### src/hw/udi_params.svh
// register offsets, field positions and reset values of the usb interrupt flag block
`ifndef UDI_PARAMS_SVH
`define UDI_PARAMS_SVH
`define UDI_OFS_FLAGS 8'h00
`define UDI_OFS_EP_DONE 8'h04
`define UDI_OFS_EP_MASK 8'h08
`define UDI_OFS_NAK 8'h0C
`define UDI_OFS_NAK_MASK 8'h10
`define UDI_OFS_ZLEN 8'h14
`define UDI_OFS_SOF_CFG 8'h18
`define UDI_OFS_IRQ_STAT 8'h1C
`define UDI_OFS_IRQ_MASK 8'h20
`define UDI_FLAG_LSB 0
`define UDI_MASK_LSB 8
`define UDI_BIT_NAK 7
`define UDI_BIT_EP 6
`define UDI_BIT_EP0 5
`define UDI_BIT_SOF 4
`define UDI_BIT_ZLEN 3
`define UDI_BIT_STATUS 2
`define UDI_BIT_STATUS_PKT 1
`define UDI_BIT_SETUP 0
`define UDI_RST_BYTE 8'h00
`define UDI_FRAME_TIME_NS 1000000
`define UDI_CLK_PERIOD_NS 10
`define UDI_FRAME_CYCLES (`UDI_FRAME_TIME_NS / `UDI_CLK_PERIOD_NS)
`endif

### src/hw/udi_pkg.sv
// types of the usb interrupt flag block
package udi_pkg;
  typedef enum logic [1:0] {
    UDI_BUS_IDLE = 2'b00,
    UDI_BUS_ACK = 2'b01
  } udi_bus_state_t;
  typedef logic [7:0] udi_byte_t;
endpackage : udi_pkg

### src/hw/udi_flags.sv
// interrupt flag and mask logic of a full-speed usb device controller
//
// The Wishbone slave port and the placing of the registers were left to the implementer.
`timescale 1ns/1ns
`default_nettype none
`include "udi_params.svh"
// Functional notes
// - mask bits 15..8, one clears output gating
// - nak flag sets on non-zero endpoint nak
// - writing one to nak flag clears nak register
// - endpoint-done flag sets on non-zero endpoint transfer
// - writing one clears per-endpoint completion register
// - endpoint-zero flag sets on ep0 transfer done
// - frame flag on sof or counted frame
// - zero-length flag sets on empty packet
// - writing one clears per-endpoint zero-length register
// - control-read status packet leaves zero-length flag
// - status-done flag on ep0 status stage done
// - status-packet flag on control-read status packet
// - zero-length write end uses status-packet flag
// - setup flag on ep0 setup token
// - per-endpoint bits 7..1 set on completion
// - endpoint mask hides shared output, bit sets
module udi_flags
  import udi_pkg::*;
#(
  parameter int NUM_EP = 8,
  parameter int FRAME_CYCLES = `UDI_FRAME_CYCLES
) (
  // clock and reset
  input wire logic clock,
  input wire logic rst,
  // wishbone slave
  input wire logic wb_cyc_i,
  input wire logic wb_stb_i,
  input wire logic wb_we_i,
  input wire logic [7:0] wb_adr_i,
  input wire logic [3:0] wb_sel_i,
  input wire logic [31:0] wb_dat_i,
  output logic [31:0] wb_dat_o,
  output logic wb_ack_o,
  // protocol engine events, one-cycle pulses
  input wire logic [7:0] ev_nak_ep,
  input wire logic [7:0] ev_done_ep,
  input wire logic [7:0] ev_zlen_ep,
  input wire logic ev_sof_token,
  input wire logic ev_ctrl_read_status,
  input wire logic ev_status_done,
  input wire logic ev_status_pkt,
  input wire logic ev_setup,
  // dedicated interrupt outputs
  output logic nak_irq_out,
  output logic endpoint_irq_out,
  output logic control_endpoint_irq_out,
  output logic sof_irq_out,
  output logic zero_length_irq_out,
  output logic status_irq_out,
  output logic status_pkt_irq_out,
  output logic setup_irq_out,
  // summary interrupt
  output logic irq
);
  initial begin
    if (NUM_EP != 8) begin
      $error("only eight endpoints are supported");
    end
  end
  typedef struct packed {
    udi_bus_state_t bus;
    logic [31:0] rdata;
    udi_byte_t flags;
    udi_byte_t masks;
    udi_byte_t ep_done;
    udi_byte_t ep_mask;
    udi_byte_t nak;
    udi_byte_t nak_mask;
    udi_byte_t zlen;
    logic create_sof;
    udi_byte_t irq_stat;
    udi_byte_t irq_mask;
    udi_byte_t pins;
    logic irq;
  } udi_state_t;
  udi_state_t state_reg;
  udi_state_t state_next;
  logic frame_tick;
  logic [7:0] set_flags;
  logic [7:0] clr_flags;
  logic [7:0] wbyte;
  logic [7:0] gate;
  logic wr;
  logic rd;
  udi_frame_timer #(
    .CYCLES(FRAME_CYCLES)
  ) u_timer (
    .clock(clock),
    .rst(rst),
    .enable(state_reg.create_sof),
    .tick(frame_tick)
  );
  always_comb begin
    state_next = state_reg;
    wr = 1'b0;
    rd = 1'b0;
    wbyte = wb_sel_i[0] ? wb_dat_i[7:0] : 8'h00;
    clr_flags = 8'h00;
    set_flags = 8'h00;
    // event sources of the main flags
    set_flags[`UDI_BIT_NAK] = |ev_nak_ep[7:1];
    set_flags[`UDI_BIT_EP] = |ev_done_ep[7:1];
    set_flags[`UDI_BIT_EP0] = ev_done_ep[0];
    if (state_reg.create_sof) begin
      set_flags[`UDI_BIT_SOF] = frame_tick;
    end else begin
      set_flags[`UDI_BIT_SOF] = ev_sof_token;
    end
    set_flags[`UDI_BIT_ZLEN] = (|ev_zlen_ep) & ~ev_ctrl_read_status;
    set_flags[`UDI_BIT_STATUS] = ev_status_done;
    set_flags[`UDI_BIT_STATUS_PKT] = ev_status_pkt;
    set_flags[`UDI_BIT_SETUP] = ev_setup;
    // wishbone: ack one cycle after request, then drop
    case (state_reg.bus)
      UDI_BUS_IDLE: begin
        if (wb_cyc_i && wb_stb_i) begin
          state_next.bus = UDI_BUS_ACK;
          wr = wb_we_i;
          rd = !wb_we_i;
        end
      end
      UDI_BUS_ACK: begin
        state_next.bus = UDI_BUS_IDLE;
      end
      default: begin
        state_next.bus = UDI_BUS_IDLE;
      end
    endcase
    if (wr) begin
      case (wb_adr_i)
        `UDI_OFS_FLAGS: begin
          clr_flags = wbyte;
          if (wb_sel_i[1]) begin
            state_next.masks = wb_dat_i[15:8];
          end
        end
        `UDI_OFS_EP_DONE: state_next.ep_done = state_reg.ep_done & ~wbyte;
        `UDI_OFS_EP_MASK: state_next.ep_mask = wbyte;
        `UDI_OFS_NAK: state_next.nak = state_reg.nak & ~wbyte;
        `UDI_OFS_NAK_MASK: state_next.nak_mask = wbyte;
        `UDI_OFS_ZLEN: state_next.zlen = state_reg.zlen & ~wbyte;
        `UDI_OFS_SOF_CFG: state_next.create_sof = wbyte[0];
        `UDI_OFS_IRQ_STAT: state_next.irq_stat = state_reg.irq_stat & ~wbyte;
        `UDI_OFS_IRQ_MASK: state_next.irq_mask = wbyte;
        default: begin
        end
      endcase
    end
    // clearing the summary flags empties the per-endpoint registers
    if (clr_flags[`UDI_BIT_NAK]) begin
      state_next.nak = 8'h00;
    end
    if (clr_flags[`UDI_BIT_EP]) begin
      state_next.ep_done = 8'h00;
    end
    if (clr_flags[`UDI_BIT_ZLEN]) begin
      state_next.zlen = 8'h00;
    end
    // events win over clears
    state_next.nak = state_next.nak | {ev_nak_ep[7:1], 1'b0};
    state_next.ep_done = state_next.ep_done | {ev_done_ep[7:1], 1'b0};
    if (!ev_ctrl_read_status) begin
      state_next.zlen = state_next.zlen | ev_zlen_ep;
    end
    state_next.flags = (state_reg.flags & ~clr_flags) | set_flags;
    state_next.irq_stat = state_next.irq_stat | set_flags;
    // read data
    if (rd) begin
      case (wb_adr_i)
        `UDI_OFS_FLAGS: state_next.rdata = {16'h0000, state_reg.masks, state_reg.flags};
        `UDI_OFS_EP_DONE: state_next.rdata = {24'h00_0000, state_reg.ep_done};
        `UDI_OFS_EP_MASK: state_next.rdata = {24'h00_0000, state_reg.ep_mask};
        `UDI_OFS_NAK: state_next.rdata = {24'h00_0000, state_reg.nak};
        `UDI_OFS_NAK_MASK: state_next.rdata = {24'h00_0000, state_reg.nak_mask};
        `UDI_OFS_ZLEN: state_next.rdata = {24'h00_0000, state_reg.zlen};
        `UDI_OFS_SOF_CFG: state_next.rdata = {31'h0000_0000, state_reg.create_sof};
        `UDI_OFS_IRQ_STAT: state_next.rdata = {24'h00_0000, state_reg.irq_stat};
        `UDI_OFS_IRQ_MASK: state_next.rdata = {24'h00_0000, state_reg.irq_mask};
        default: state_next.rdata = 32'h0000_0000;
      endcase
    end else if (state_reg.bus == UDI_BUS_ACK) begin
      state_next.rdata = 32'h0000_0000;
    end
    // dedicated pins: flag set and mask clear
    gate = state_next.flags & ~state_next.masks;
    // shared endpoint pins also need an unmasked endpoint bit
    gate[`UDI_BIT_EP] = gate[`UDI_BIT_EP]
      & (|(state_next.ep_done & ~state_next.ep_mask));
    gate[`UDI_BIT_ZLEN] = gate[`UDI_BIT_ZLEN]
      & (|(state_next.zlen & ~state_next.ep_mask));
    gate[`UDI_BIT_NAK] = gate[`UDI_BIT_NAK]
      & (|(state_next.nak & ~state_next.nak_mask));
    state_next.pins = gate;
    state_next.irq = |(state_next.irq_stat & ~state_next.irq_mask);
  end
  always_ff @(posedge clock) begin
    if (rst) begin
      state_reg <= '0;
      state_reg.bus <= UDI_BUS_IDLE;
    end else begin
      state_reg <= state_next;
    end
  end
  assign wb_ack_o = (state_reg.bus == UDI_BUS_ACK);
  assign wb_dat_o = state_reg.rdata;
  assign nak_irq_out = state_reg.pins[`UDI_BIT_NAK];
  assign endpoint_irq_out = state_reg.pins[`UDI_BIT_EP];
  assign control_endpoint_irq_out = state_reg.pins[`UDI_BIT_EP0];
  assign sof_irq_out = state_reg.pins[`UDI_BIT_SOF];
  assign zero_length_irq_out = state_reg.pins[`UDI_BIT_ZLEN];
  assign status_irq_out = state_reg.pins[`UDI_BIT_STATUS];
  assign status_pkt_irq_out = state_reg.pins[`UDI_BIT_STATUS_PKT];
  assign setup_irq_out = state_reg.pins[`UDI_BIT_SETUP];
  assign irq = state_reg.irq;
endmodule : udi_flags
`default_nettype wire

### src/hw/udi_frame_timer.sv
// frame period counter for the self-generated frame mode
`timescale 1ns/1ns
`default_nettype none
module udi_frame_timer #(
  parameter int CYCLES = 100000
) (
  // clock and reset
  input wire logic clock,
  input wire logic rst,
  // control
  input wire logic enable,
  // event
  output logic tick
);
  initial begin
    if (CYCLES < 2) begin
      $error("frame cycles too small");
    end
  end
  typedef struct packed {
    logic [31:0] count;
    logic tick;
  } udi_timer_state_t;
  udi_timer_state_t state_reg;
  udi_timer_state_t state_next;
  always_comb begin
    state_next = state_reg;
    state_next.tick = 1'b0;
    if (!enable) begin
      state_next.count = 32'h0000_0000;
    end else if (state_reg.count == 32'(CYCLES - 1)) begin
      state_next.count = 32'h0000_0000;
      state_next.tick = 1'b1;
    end else begin
      state_next.count = state_reg.count + 32'h0000_0001;
    end
  end
  always_ff @(posedge clock) begin
    if (rst) begin
      state_reg <= '0;
    end else begin
      state_reg <= state_next;
    end
  end
  assign tick = state_reg.tick;
endmodule : udi_frame_timer
`default_nettype wire

### config.mk
export PLATFORM = sky130hd
export DESIGN_NAME = udi_flags
export DESIGN_NICKNAME = d
export VERILOG_FILES = /design/src/hw/udi_pkg.sv /design/src/hw/udi_flags.sv /design/src/hw/udi_frame_timer.sv
export VERILOG_INCLUDE_DIRS = /design/src /design/src/hw
export SDC_FILE = /design/constraint.sdc
export NUM_CORES = 1
export LEC_CHECK = 0
export BUFFER_PORTS_ARGS = -buffer_cell sky130_fd_sc_hd__buf_4
export CAP_MARGIN = 20
export CORE_ASPECT_RATIO = 0.7
export CORE_MARGIN = 10
export CORE_UTILIZATION = 42
export DETAILED_ROUTE_END_ITERATION = 16
export PLACE_DENSITY = 0.75
export SETUP_SLACK_MARGIN = 0.05
export SYNTH_ARGS = -nofsm -noshare
export SYNTH_HDL_FRONTEND = slang
export SYNTH_SLANG_ARGS = --single-unit
### constraint.sdc
create_clock -name clock -period 2.9 [get_ports clock]
set_clock_uncertainty 0.05 [all_clocks]
set_input_delay 0 -clock clock [delete_from_list [all_inputs] [get_ports clock]]
set_output_delay 0 -clock clock [all_outputs]
set_load 0.01 [all_outputs]
==> results.md, run 1 <==
- Status: finished, final reports clean
- DRT Pass-1 Iters: 5
- Post-synth top cells: 132 x dfxtp_1, 129 x nor2_1, 52 x nand2_1
- Yosys cell types: 62
- Flops & latches, synth: between 100 and 150
- CP Class: reg -> reg
- Async S/R FF share, synth: 0%
- Max FFs per register: 74
- Max Cap Viol: 0
- Fin crit period: about 2.5 ns
- Final Hold Viols: 0
- Synthesized area: about 6500 um2
- Crit Path Max Fanout: 16
- Area leader, netlist: dfxtp_1
- Most numerous cell in the Yosys netlist: dfxtp_1
- CP max stage cell: dlygate4sd3_1
- Busiest grt layer: met1
- Clk Latency, worst-skew pair: between 0.4 and 0.5 ns
- RePlAce Congestion: a little over 1
- Tot Pwr: ~4.6 mW
- Htree depth: 4
- Synthesized area per cell: 8.525 um2
- Final Core Density: a little under three fifths
- Die width: approximately 170 um
- CTS buffer count: 17
- Initial Util: a little over two fifths
- CTS tree: done
- Antenna viol nets, final: 0
- Setup WS post-layout: about 0.35 ns
- Worst Path Required: 3.15 ns
- Antenna violations before repair: 1
- Slowest cell delay on critical path: a little under 0.6 ns
- Finished Layout Cells: 1077
- Max clock buf depth: 2
- Avg WL per Cell: 19.00 um
- Detailed-route via count: between 6000 and 7000
- WL final: 20460 um
- Critical Path Source: state_reg[114]
- Worst Setup End Kind: flip-flop
- Vias in the first global route: slightly below 6000
- GRT Total Usage: 19.16%
- Synth Warn #: 0
- Met1 usage: 26.29%
- Post-synth top area share: 40.95%
- CTS Sinks: approximately 130
- Share of cells above drive strength 1: between 10% and 20%
- Fmax: 392.7 MHz
- Final Cycle Share: between 80 and 90%
- Worst vdd ir: around 0.00039 V
- Hold Crit Start: wb_dat_i[3]
- Iter 0 DRT Violations: 916
- Fin Setup TNS: 0 ns
- Reg area: 2643 um2
- Power Density: 553.4 nW/um2
- Largest net degree at the start of global routing: 47
- Clock slew at reported path FFs: ~0.060 ns
- Die area: roughly 21000 um2
- R2R Path Start: state_reg[114]
- Setup violators final: 0
- Inst Count DP: 992
- Hold crit path type: in -> reg
- Dominant synthesized flop cell: dfxtp_1
- Area occupied by multi-input gates: ~3400 um2
- Fillcell total: 1295
- Register area share after synthesis: between 40% and 50%
- Root Driver: clkbuf_16
- Crit start category: flip-flop
- Max-slew violations: 0
- Met2 usage: between 20% and 30%
- Global-route wire length before repair: 31640 um
- Post-synth EDFFs: 0
- Core area: ~15000 um2
- IO Port Bufs: 84
- Synth area leaders: dfxtp_1 41%, nor2_1 7.5%, buf_4 4.1%
- WP data arrival: 2.79 ns
- Pre-CTS WS: 0.4988 ns
- Layout area overhead: 27.43%
- Relative slew slack: between 30% and 40%
- Cells after Synth: about 760
- Total I/O pin count: 120
- Diode count: 0
- Worst Tran Pin Value: 0.9546 ns
- DP Wirelength: around 15000 um
- DR vias/cell: 5.658
- GR Util met3: 8.782%
- Row count: 37
- Worst-path cell chain: and4b_1, buf_4, nand4_2, mux2i_1, nor2_1, dlygate4sd3_1
- Leak: between 3 and 4 nW
- Nets: between 900 and 1000
- Remaining Overflow, GRT: 0
- RSZ-0062 raised after global routing: no
- Die Y: around 120 um
- Drt drc: 0
worst paths after layout:
| path | to | slack [ns] | depth (start not counted) |
|---|---|---|---|
| hold reg to reg | wb_dat_o[4] | 0.40 | 2 |
| hold / removal | state_reg[12] | 0.05 | 5 |
| setup reg to reg | state_reg[70] | 0.35 | 6 |
| setup / recovery | state_reg[70] | 0.35 | 6 |
cells in the final DEF, fill, tap and decap left out, types with 9 or more instances in the layout:
cell type,count
a211oi_1,10
a21oi_1,42
a22oi_1,21
a31oi_1,13
and2_1,14
buf_4,100
clkbuf_16,17
conb_1,16
dfxtp_1,132
dlygate4sd3_1,53
inv_1,11
mux2i_1,21
nand2_1,52
nand3_1,25
nand4_1,24
nor2_1,129
nor2b_1,16
nor3_1,9
nor4_1,13
o21ai_0,19
xnor2_1,11
xor2_1,21
cells by family after synthesis:
family / after synthesis / share of synthesized area, %
and+or+nand+nor: 330 / 26.81
AOI/OAI and AO/OA: 146 / 14.99
DFF: 132 / 40.95
buffers and inverters: 86 / 7.309
xor gates and xnor gates: 32 / 4.343
muxes: 29 / 5.351
adders and majority gates: 1 / 0.1938
other: 1 / 0.05811
timing repair:
action                                  in CTS  in global routing
hold buffers                                53                  0
resized for setup                            0                  0
endpoints found under the setup margin       0                  0
buffers inserted                             0                  0
hold endpoints to repair                    73                  0
where the power goes:
part | internal [mW] | switching, mW | leakage, nW
clock network | 1.39 | 0.842 | 0.291
logic | 0.192 | 0.235 | 1.84
registers | 1.86 | 0.0354 | 1.08
total | 3.44 | 1.11 | 3.21
critical path, delay by kind of cell, from the launching register on:
| family | cells | cell delay (ns) |
|---|---|---|
| simple gates | 3 | 0.84 |
| mux | 1 | 0.31 |
| buf+inv | 2 | 0.84 |
| flops | 1 | 0.39 |
routing by layer:
layer,vias up,routed length [um]
met5,-,13
met4,2,399
met3,42,2760
met2,340,8107
met1,2810,9177
li1,2900,-
stage by stage:
step / instance area (um2) / hold slack [ns]
after floorplan: 6510 / 0.07790
after global placement: 7081 / 0.1851
after detailed placement: 7081 / 0.1908
after CTS: 8224 / 0.02203
after global routing: 8224 / 0.06533
final: 8224 / 0.04984
final cells by class:
type                       instances  share of cell area, %
clock inverter                    13                  2.069
clock buffer                      19                  5.386
timing repair buffer             153                  15.58
multi-input combinational        554                  41.37
inverter                          11                 0.5021
sequential                       132                  32.13
tap                              195                  2.967
No activity file was read; power rests on OpenSTA's default activity.
==> run 2, diff against run 1 <==
--- a/config.mk
+++ b/config.mk
@@ -8,7 +8,6 @@
 export LEC_CHECK = 0
 export BUFFER_PORTS_ARGS = -buffer_cell sky130_fd_sc_hd__buf_4
 export CAP_MARGIN = 20
-export CORE_ASPECT_RATIO = 0.7
 export CORE_MARGIN = 10
 export CORE_UTILIZATION = 42
 export DETAILED_ROUTE_END_ITERATION = 16
==> results.md, run 2 (synthesis gave the netlist of run 1 again) <==
- Status: finished, final reports clean
- CTS Sinks: 132 (unchanged)
- Fin Setup TNS: 0 ns (unchanged)
- CTS tree: done
- Remaining Overflow, GRT: 0 (unchanged)
- Final Hold Viols: 0 (unchanged)
- RePlAce Congestion: 1.019 (+0.13%)
- Setup violators final: 0 (unchanged)
- Commonest non-fill, non-tap cell in the layout: dfxtp_1
- Iter 0 DRT Violations: 658 (-28%)
- Die Y: 144.0 um (+16%)
- Fin crit period: 2.616 ns (+0.07026 ns)
- Vias in the first global route: 5812 (+0.43%)
- Avg WL per Cell: 18.65 um (-1.8%)
- Fmax: 382.2 MHz (-2.7%)
- Diode count: 0 (unchanged)
- Post_cts resized: 0 (unchanged)
- Crit Path Max Fanout: 10 (-6)
- Root Driver: clkbuf_16
- Initial Util: 42.61% (-0.82 points)
- Antenna violations before repair: 0 (-1)
- Worst Path Required: 3.16 ns (about the same)
- Worst vdd ir: 0.0004447 V (+13%)
- Inst Count DP: 983 (-0.91%)
- Global-route wire length before repair: 30730 um (-2.9%)
- Reg-to-reg slack, setup: 0.28 ns (-0.07 ns)
- DRT Pass-1 Iters: 7 (+2)
- Path length in cells of the critical path: 5 (-1)
- Worst-path cell chain: nand4b_1, o41ai_1, o22ai_1, dlygate4sd3_1, nor2b_1
- Max Cap Viol: 0 (unchanged)
- IO Port Bufs: 84 (unchanged)
- Worst Hold Depth: 3 (-2)
- Antenna viol nets, final: 0 (unchanged)
- Power Density: 529.5 nW/um2 (-4.3%)
- R2R Path Start: state_reg[114]
- Delay-heaviest family, CP: compound AO/OA/AOI/OAI gates
- Detailed-route via count: 6141 (+0.77%)
- CTS buffer count: 17 (unchanged)
- CP Class: reg -> reg
- DR vias/cell: 5.755 (+1.7%)
- Clk Latency, worst-skew pair: 0.43 ns (about the same)
- Fillcell total: 1374 (+6.1%)
- Worst Setup End Kind: flip-flop
- DP Wirelength: 14280 um (-3.5%)
- RSZ-0062 raised after global routing: no
- Die width: 144.0 um (-14%)
- Worst path bufs/invs: 1 (-1)
- Leak: 3.160 nW (-1.6%)
- Worst Reg-to-Reg Cells: 5 (-1)
- Worst Tran Pin Value: 0.9201 ns (-0.03454 ns)
- Max FFs per register: 74 (unchanged)
- Row count: 45 (+22%)
- Final Cycle Share: 90.22% (+2.4 points)
- Die area: 20720 um2 (-0.38%)
- WP data arrival: 2.87 ns (+0.08 ns)
- Slowest cell delay on critical path: 0.60 ns (+0.02 ns)
- Hold Crit Start: ev_zlen_ep[3]
- Finished Layout Cells: 1067 (-0.93%)
- Crit start category: flip-flop
- Postcts setup bufs: 0 (unchanged)
- Total I/O pin count: 120 (unchanged)
- Most frequent cells in the layout: 132 x dfxtp_1, 129 x nor2_1, 98 x buf_4
- Largest net degree at the start of global routing: 45 (-4.3%)
- GRT Total Usage: 19.09% (-0.065 points)
- WL final: 19900 um (-2.7%)
- Max-slew violations: 0 (unchanged)
- Nets: 945 (-0.32%)
- CP max stage cell: dlygate4sd3_1
- Max clock buf depth: 2 (unchanged)
- Layout area overhead: 25.84%
- Core area: 15150 um2 (+1.9%)
- Relative slew slack: 38.43% (+2.3 points)
- Critical Path Source: state_reg[114]
- Drt drc: 0 (unchanged)
- Clock slew at reported path FFs: 0.07 ns (about the same)
- Htree depth: 4 (unchanged)
- Hold crit path type: in -> reg
- Hold buffer count at CTS: 52 (-1.9%)
- Share of cells above drive strength 1: 17.86% (-0.053 points)
[run 2: cell types whose count changed in the layout (fill, tap and decap cells not counted), sizes merged]
cell	before	now
bufinv	3	0
clkinv	3	6
buf	100	98
clkbuf	19	18
clkinvlp	3	4
dlygate4sd3	53	52
[run 2: report_power, final]
group / switching (mW) / internal (mW)
logic: 0.232 / 0.195
registers: 0.0333 / 1.86
clock network: 0.860 / 1.12
total: 1.13 / 3.18
[run 2: layout make-up]
cell class / instances / area, um2 / share of cell area [%]
multi-input cells: 554 / 3402 / 41.89
inverters: 11 / 41.29 / 0.5084
well taps: 188 / 235.2 / 2.896
clock inverters: 14 / 105.1 / 1.294
repair buffers: 150 / 1256 / 15.47
clock buffers: 18 / 439.2 / 5.407
flip-flops and latches: 132 / 2643 / 32.54
[run 2: final timing paths]
kind                                to
setup / recovery         state_reg[32]
hold / removal           state_reg[29]
setup reg to reg         state_reg[32]
hold reg to reg   u_timer.state_reg[1]
[run 2: stage by stage]
step | setup slack, ns | hold slack, ns | util, % | cell area [um2] | power [mW]
6_report | 0.2835 | 0.04428 | 53.62 | 8122 | 4.301
5_1_grt | 0.1944 | 0.04595 | 53.62 | 8122 | 4.424
4_1_cts | 0.3877 | 0.01537 | 53.62 | 8122 | 4.301
3_5_place_dp | 0.4335 | 0.1935 | 46.59 | 7057 | 2.281
3_3_place_gp | 0.4696 | 0.1842 | 46.59 | 7057 | 2.278
2_1_floorplan | 0.8362 | 0.07790 | - | 6510 | 2.133
[run 2: worst reg2reg max path: cells and delay by family (launching register included)]
kind            cells  cell delay (ns)
compound gates      2             0.74
simple gates        2             0.71
buf+inv             1             0.60
flops               1             0.40
[run 2: per-layer routing]
layer / track usage, % / routed length, um / share of wire [%]
met1: 23.03 / 7771 / 39
met2: 29.76 / 9087 / 46
met3: 5.479 / 2078 / 10
met4: 10.91 / 965 / 4.8
met5: 0 / 0 / 0
==> run 3, diff against run 2 <==
--- a/config.mk
+++ b/config.mk
@@ -6,12 +6,11 @@
 export SDC_FILE = /design/constraint.sdc
 export NUM_CORES = 1
 export LEC_CHECK = 0
-export BUFFER_PORTS_ARGS = -buffer_cell sky130_fd_sc_hd__buf_4
 export CAP_MARGIN = 20
-export CORE_MARGIN = 10
 export CORE_UTILIZATION = 42
 export DETAILED_ROUTE_END_ITERATION = 16
-export PLACE_DENSITY = 0.75
+export DONT_BUFFER_PORTS = 1
+export PLACE_DENSITY = 0.68
 export SETUP_SLACK_MARGIN = 0.05
 export SYNTH_ARGS = -nofsm -noshare
 export SYNTH_HDL_FRONTEND = slang
==> constraint.sdc (replaced) <==
create_clock -name clock -period 2.6 [get_ports clock]
set_clock_uncertainty 0.05 [all_clocks]
set_input_delay 0 -clock clock [delete_from_list [all_inputs] [get_ports clock]]
set_output_delay 0 -clock clock [all_outputs]
set_load 0.01 [all_outputs]
==> results.md, run 3 (synthesis gave the netlist of run 1 again) <==
- Status: finished, final reports clean
- Core area: 14750 um2 (-2.6%)
- Clk Latency, worst-skew pair: 0.43 ns (about the same)
- GRT Total Usage: 25.58% (+6.5 points)
- Post-Layout Inst Area: 7807 um2 (-3.9%)
- Power Density: 648.8 nW/um2 (+23%)
- Drt drc: 0 (unchanged)
- Fmax: 422.9 MHz (+11%)
- CTS Sinks: 132 (unchanged)
- CP Class: reg -> reg
- Largest net degree at the start of global routing: 93 (+110%)
- CTS buffer count: 17 (unchanged)
- WL final: 19850 um (-0.28%)
- Diode count: 0 (unchanged)
- Max Cap Viol: 0 (unchanged)
- RePlAce Congestion: 0.9564 (-6.2%)
- CP max stage cell: dlygate4sd3_1
- Most frequent cells in the layout: 132 x dfxtp_1, 129 x nor2_1, 65 x dlygate4sd3_1
- Slowest cell delay on critical path: 0.60 ns (about the same)
- Fin Setup TNS: 0 ns (unchanged)
- Fillcell total: 1321 (-3.9%)
- Die area: 15870 um2 (-23%)
- Root Driver: clkbuf_16
- Vias in the first global route: 5520 (-5.0%)
- Total I/O pin count: 120 (unchanged)
- Fin crit period: 2.365 ns (-0.2516 ns)
- Crit start category: flip-flop
- Antenna violations before repair: 0 (unchanged)
- Clock slew at reported path FFs: 0.06 ns (about the same)
- Worst-path cell chain: and4b_2, buf_4, nand4_2, mux2i_1, dlygate4sd3_1, nor2_1
- Initial Util: 43.74% (+1.1 points)
- Setup violators final: 0 (unchanged)
- WP data arrival: 2.63 ns (-0.24 ns)
- Worst Tran Pin Value: 0.6011 ns (-0.3189 ns)
- DP Wirelength: 13260 um (-7.1%)
- Worst path bufs/invs: 2 (+1)
- Global-route wire length before repair: 30620 um (-0.38%)
- Die Y: 126.0 um (-13%)
- Max clock buf depth: 2 (unchanged)
- RSZ-0062 raised after global routing: no
- Worst Setup End Kind: flip-flop
- Remaining Overflow, GRT: 0 (unchanged)
- Relative slew slack: 59.59% (+21 points)
- Htree depth: 4 (unchanged)
- Final Core Density: 52.92% (-0.71 points)
- Hold crit path type: in -> reg
- Nets: 882 (-6.7%)
- Area after DPL: 6491 um2 (-8.0%)
- Max FFs per register: 74 (unchanged)
- Share of cells above drive strength 1: 10.05% (-7.8 points)
- DRT Pass-1 Iters: 7 (unchanged)
- Pre-CTS WS: 0.2197 ns (-0.2138 ns)
- DR vias/cell: 5.813 (+1.0%)
- Commonest non-fill, non-tap cell in the layout: dfxtp_1
- Worst vdd ir: 0.0004074 V (-8.4%)
- Final Hold Viols: 0 (unchanged)
- Leak: 2.892 nW (-8.5%)
- Row count: 44 (-2.2%)
- Finished Layout Cells: 1000 (-6.3%)
- Delay-heaviest family, CP: simple AND/OR/NAND/NOR gates
- Layout area overhead: 20.98%
- IO Port Bufs: 0 (-100%)
- Setup WS post-layout: 0.2352 ns (-0.04835 ns)
- Crit Path Max Fanout: 10 (unchanged)
- Worst Path Required: 2.86 ns (-0.30 ns)
- CTS tree: done
- Hold Slack: 0.004498 ns (-0.03978 ns)
- Max-slew violations: 0 (unchanged)
- Detailed-route via count: 5813 (-5.3%)
- Iter 0 DRT Violations: 587 (-11%)
- Final Cycle Share: 90.96% (+0.73 points)
- Inst Count DP: 901 (-8.3%)
- Antenna viol nets, final: 0 (unchanged)
- Tot Pwr: 5.066 mW (+18%)
- Avg WL per Cell: 19.85 um (+6.4%)
- Die width: 126.0 um (-13%)
[run 3: cell count changes in the layout (fill, tap and decap cells not counted), sizes merged]
cell         delta
clkbuf          -1
clkinv          -3
buf            -76
dlygate4sd3    +13
bufinv          +4
[run 3: what timing repair did]
item | in CTS | in global routing
setup endpoints to repair | 0 | 3
gates resized for setup | 0 | 1
hold endpoints to repair | 132 | 0
hold buffers | 66 | 0
setup buffers | 0 | 1
[run 3: layout make-up]
| class | instances | area [um2] | share of cell area (%) |
|---|---|---|---|
| clock buffer | 17 | 425.4 | 5.449 |
| sequential | 132 | 2643 | 33.85 |
| multi-input combinational | 554 | 3403 | 43.59 |
| timing repair buffer | 87 | 860.8 | 11.03 |
| tap | 184 | 230.2 | 2.949 |
| inverter | 11 | 41.29 | 0.5288 |
| clock inverter | 15 | 203.9 | 2.612 |
[run 3: power by group]
group          internal (mW)  switching, mW  total [mW]
Sequential              2.07         0.0406        2.11
Combinational          0.170          0.209       0.379
Clock                   1.61          0.961        2.57
Total                   3.86           1.21        5.07
[run 3: path summary, 6_finish.rpt]
kind	startpoint	to	slack [ns]	cells past startpoint
setup / recovery	state_reg[114]	state_reg[71]	0.24	6
hold / removal	wb_sel_i[1]	state_reg[67]	0.004	3
setup reg to reg	state_reg[114]	state_reg[71]	0.24	6
hold reg to reg	u_timer.state_reg[1]	u_timer.state_reg[1]	0.41	1
[run 3: worst min-delay path: cells and delay by family]
kind | cells | cell delay (ns)
and+or+nand+nor | 2 | 0.30
muxes | 1 | 0.14
[run 3: metal layers]
metal	up-vias	wire [um]	GRT usage, %
met5	-	0	0
met2	324	8957	40.23
met4	0	889	14.17
met3	62	2036	7.434
li1	2762	-	-
met1	2665	7963	31.41
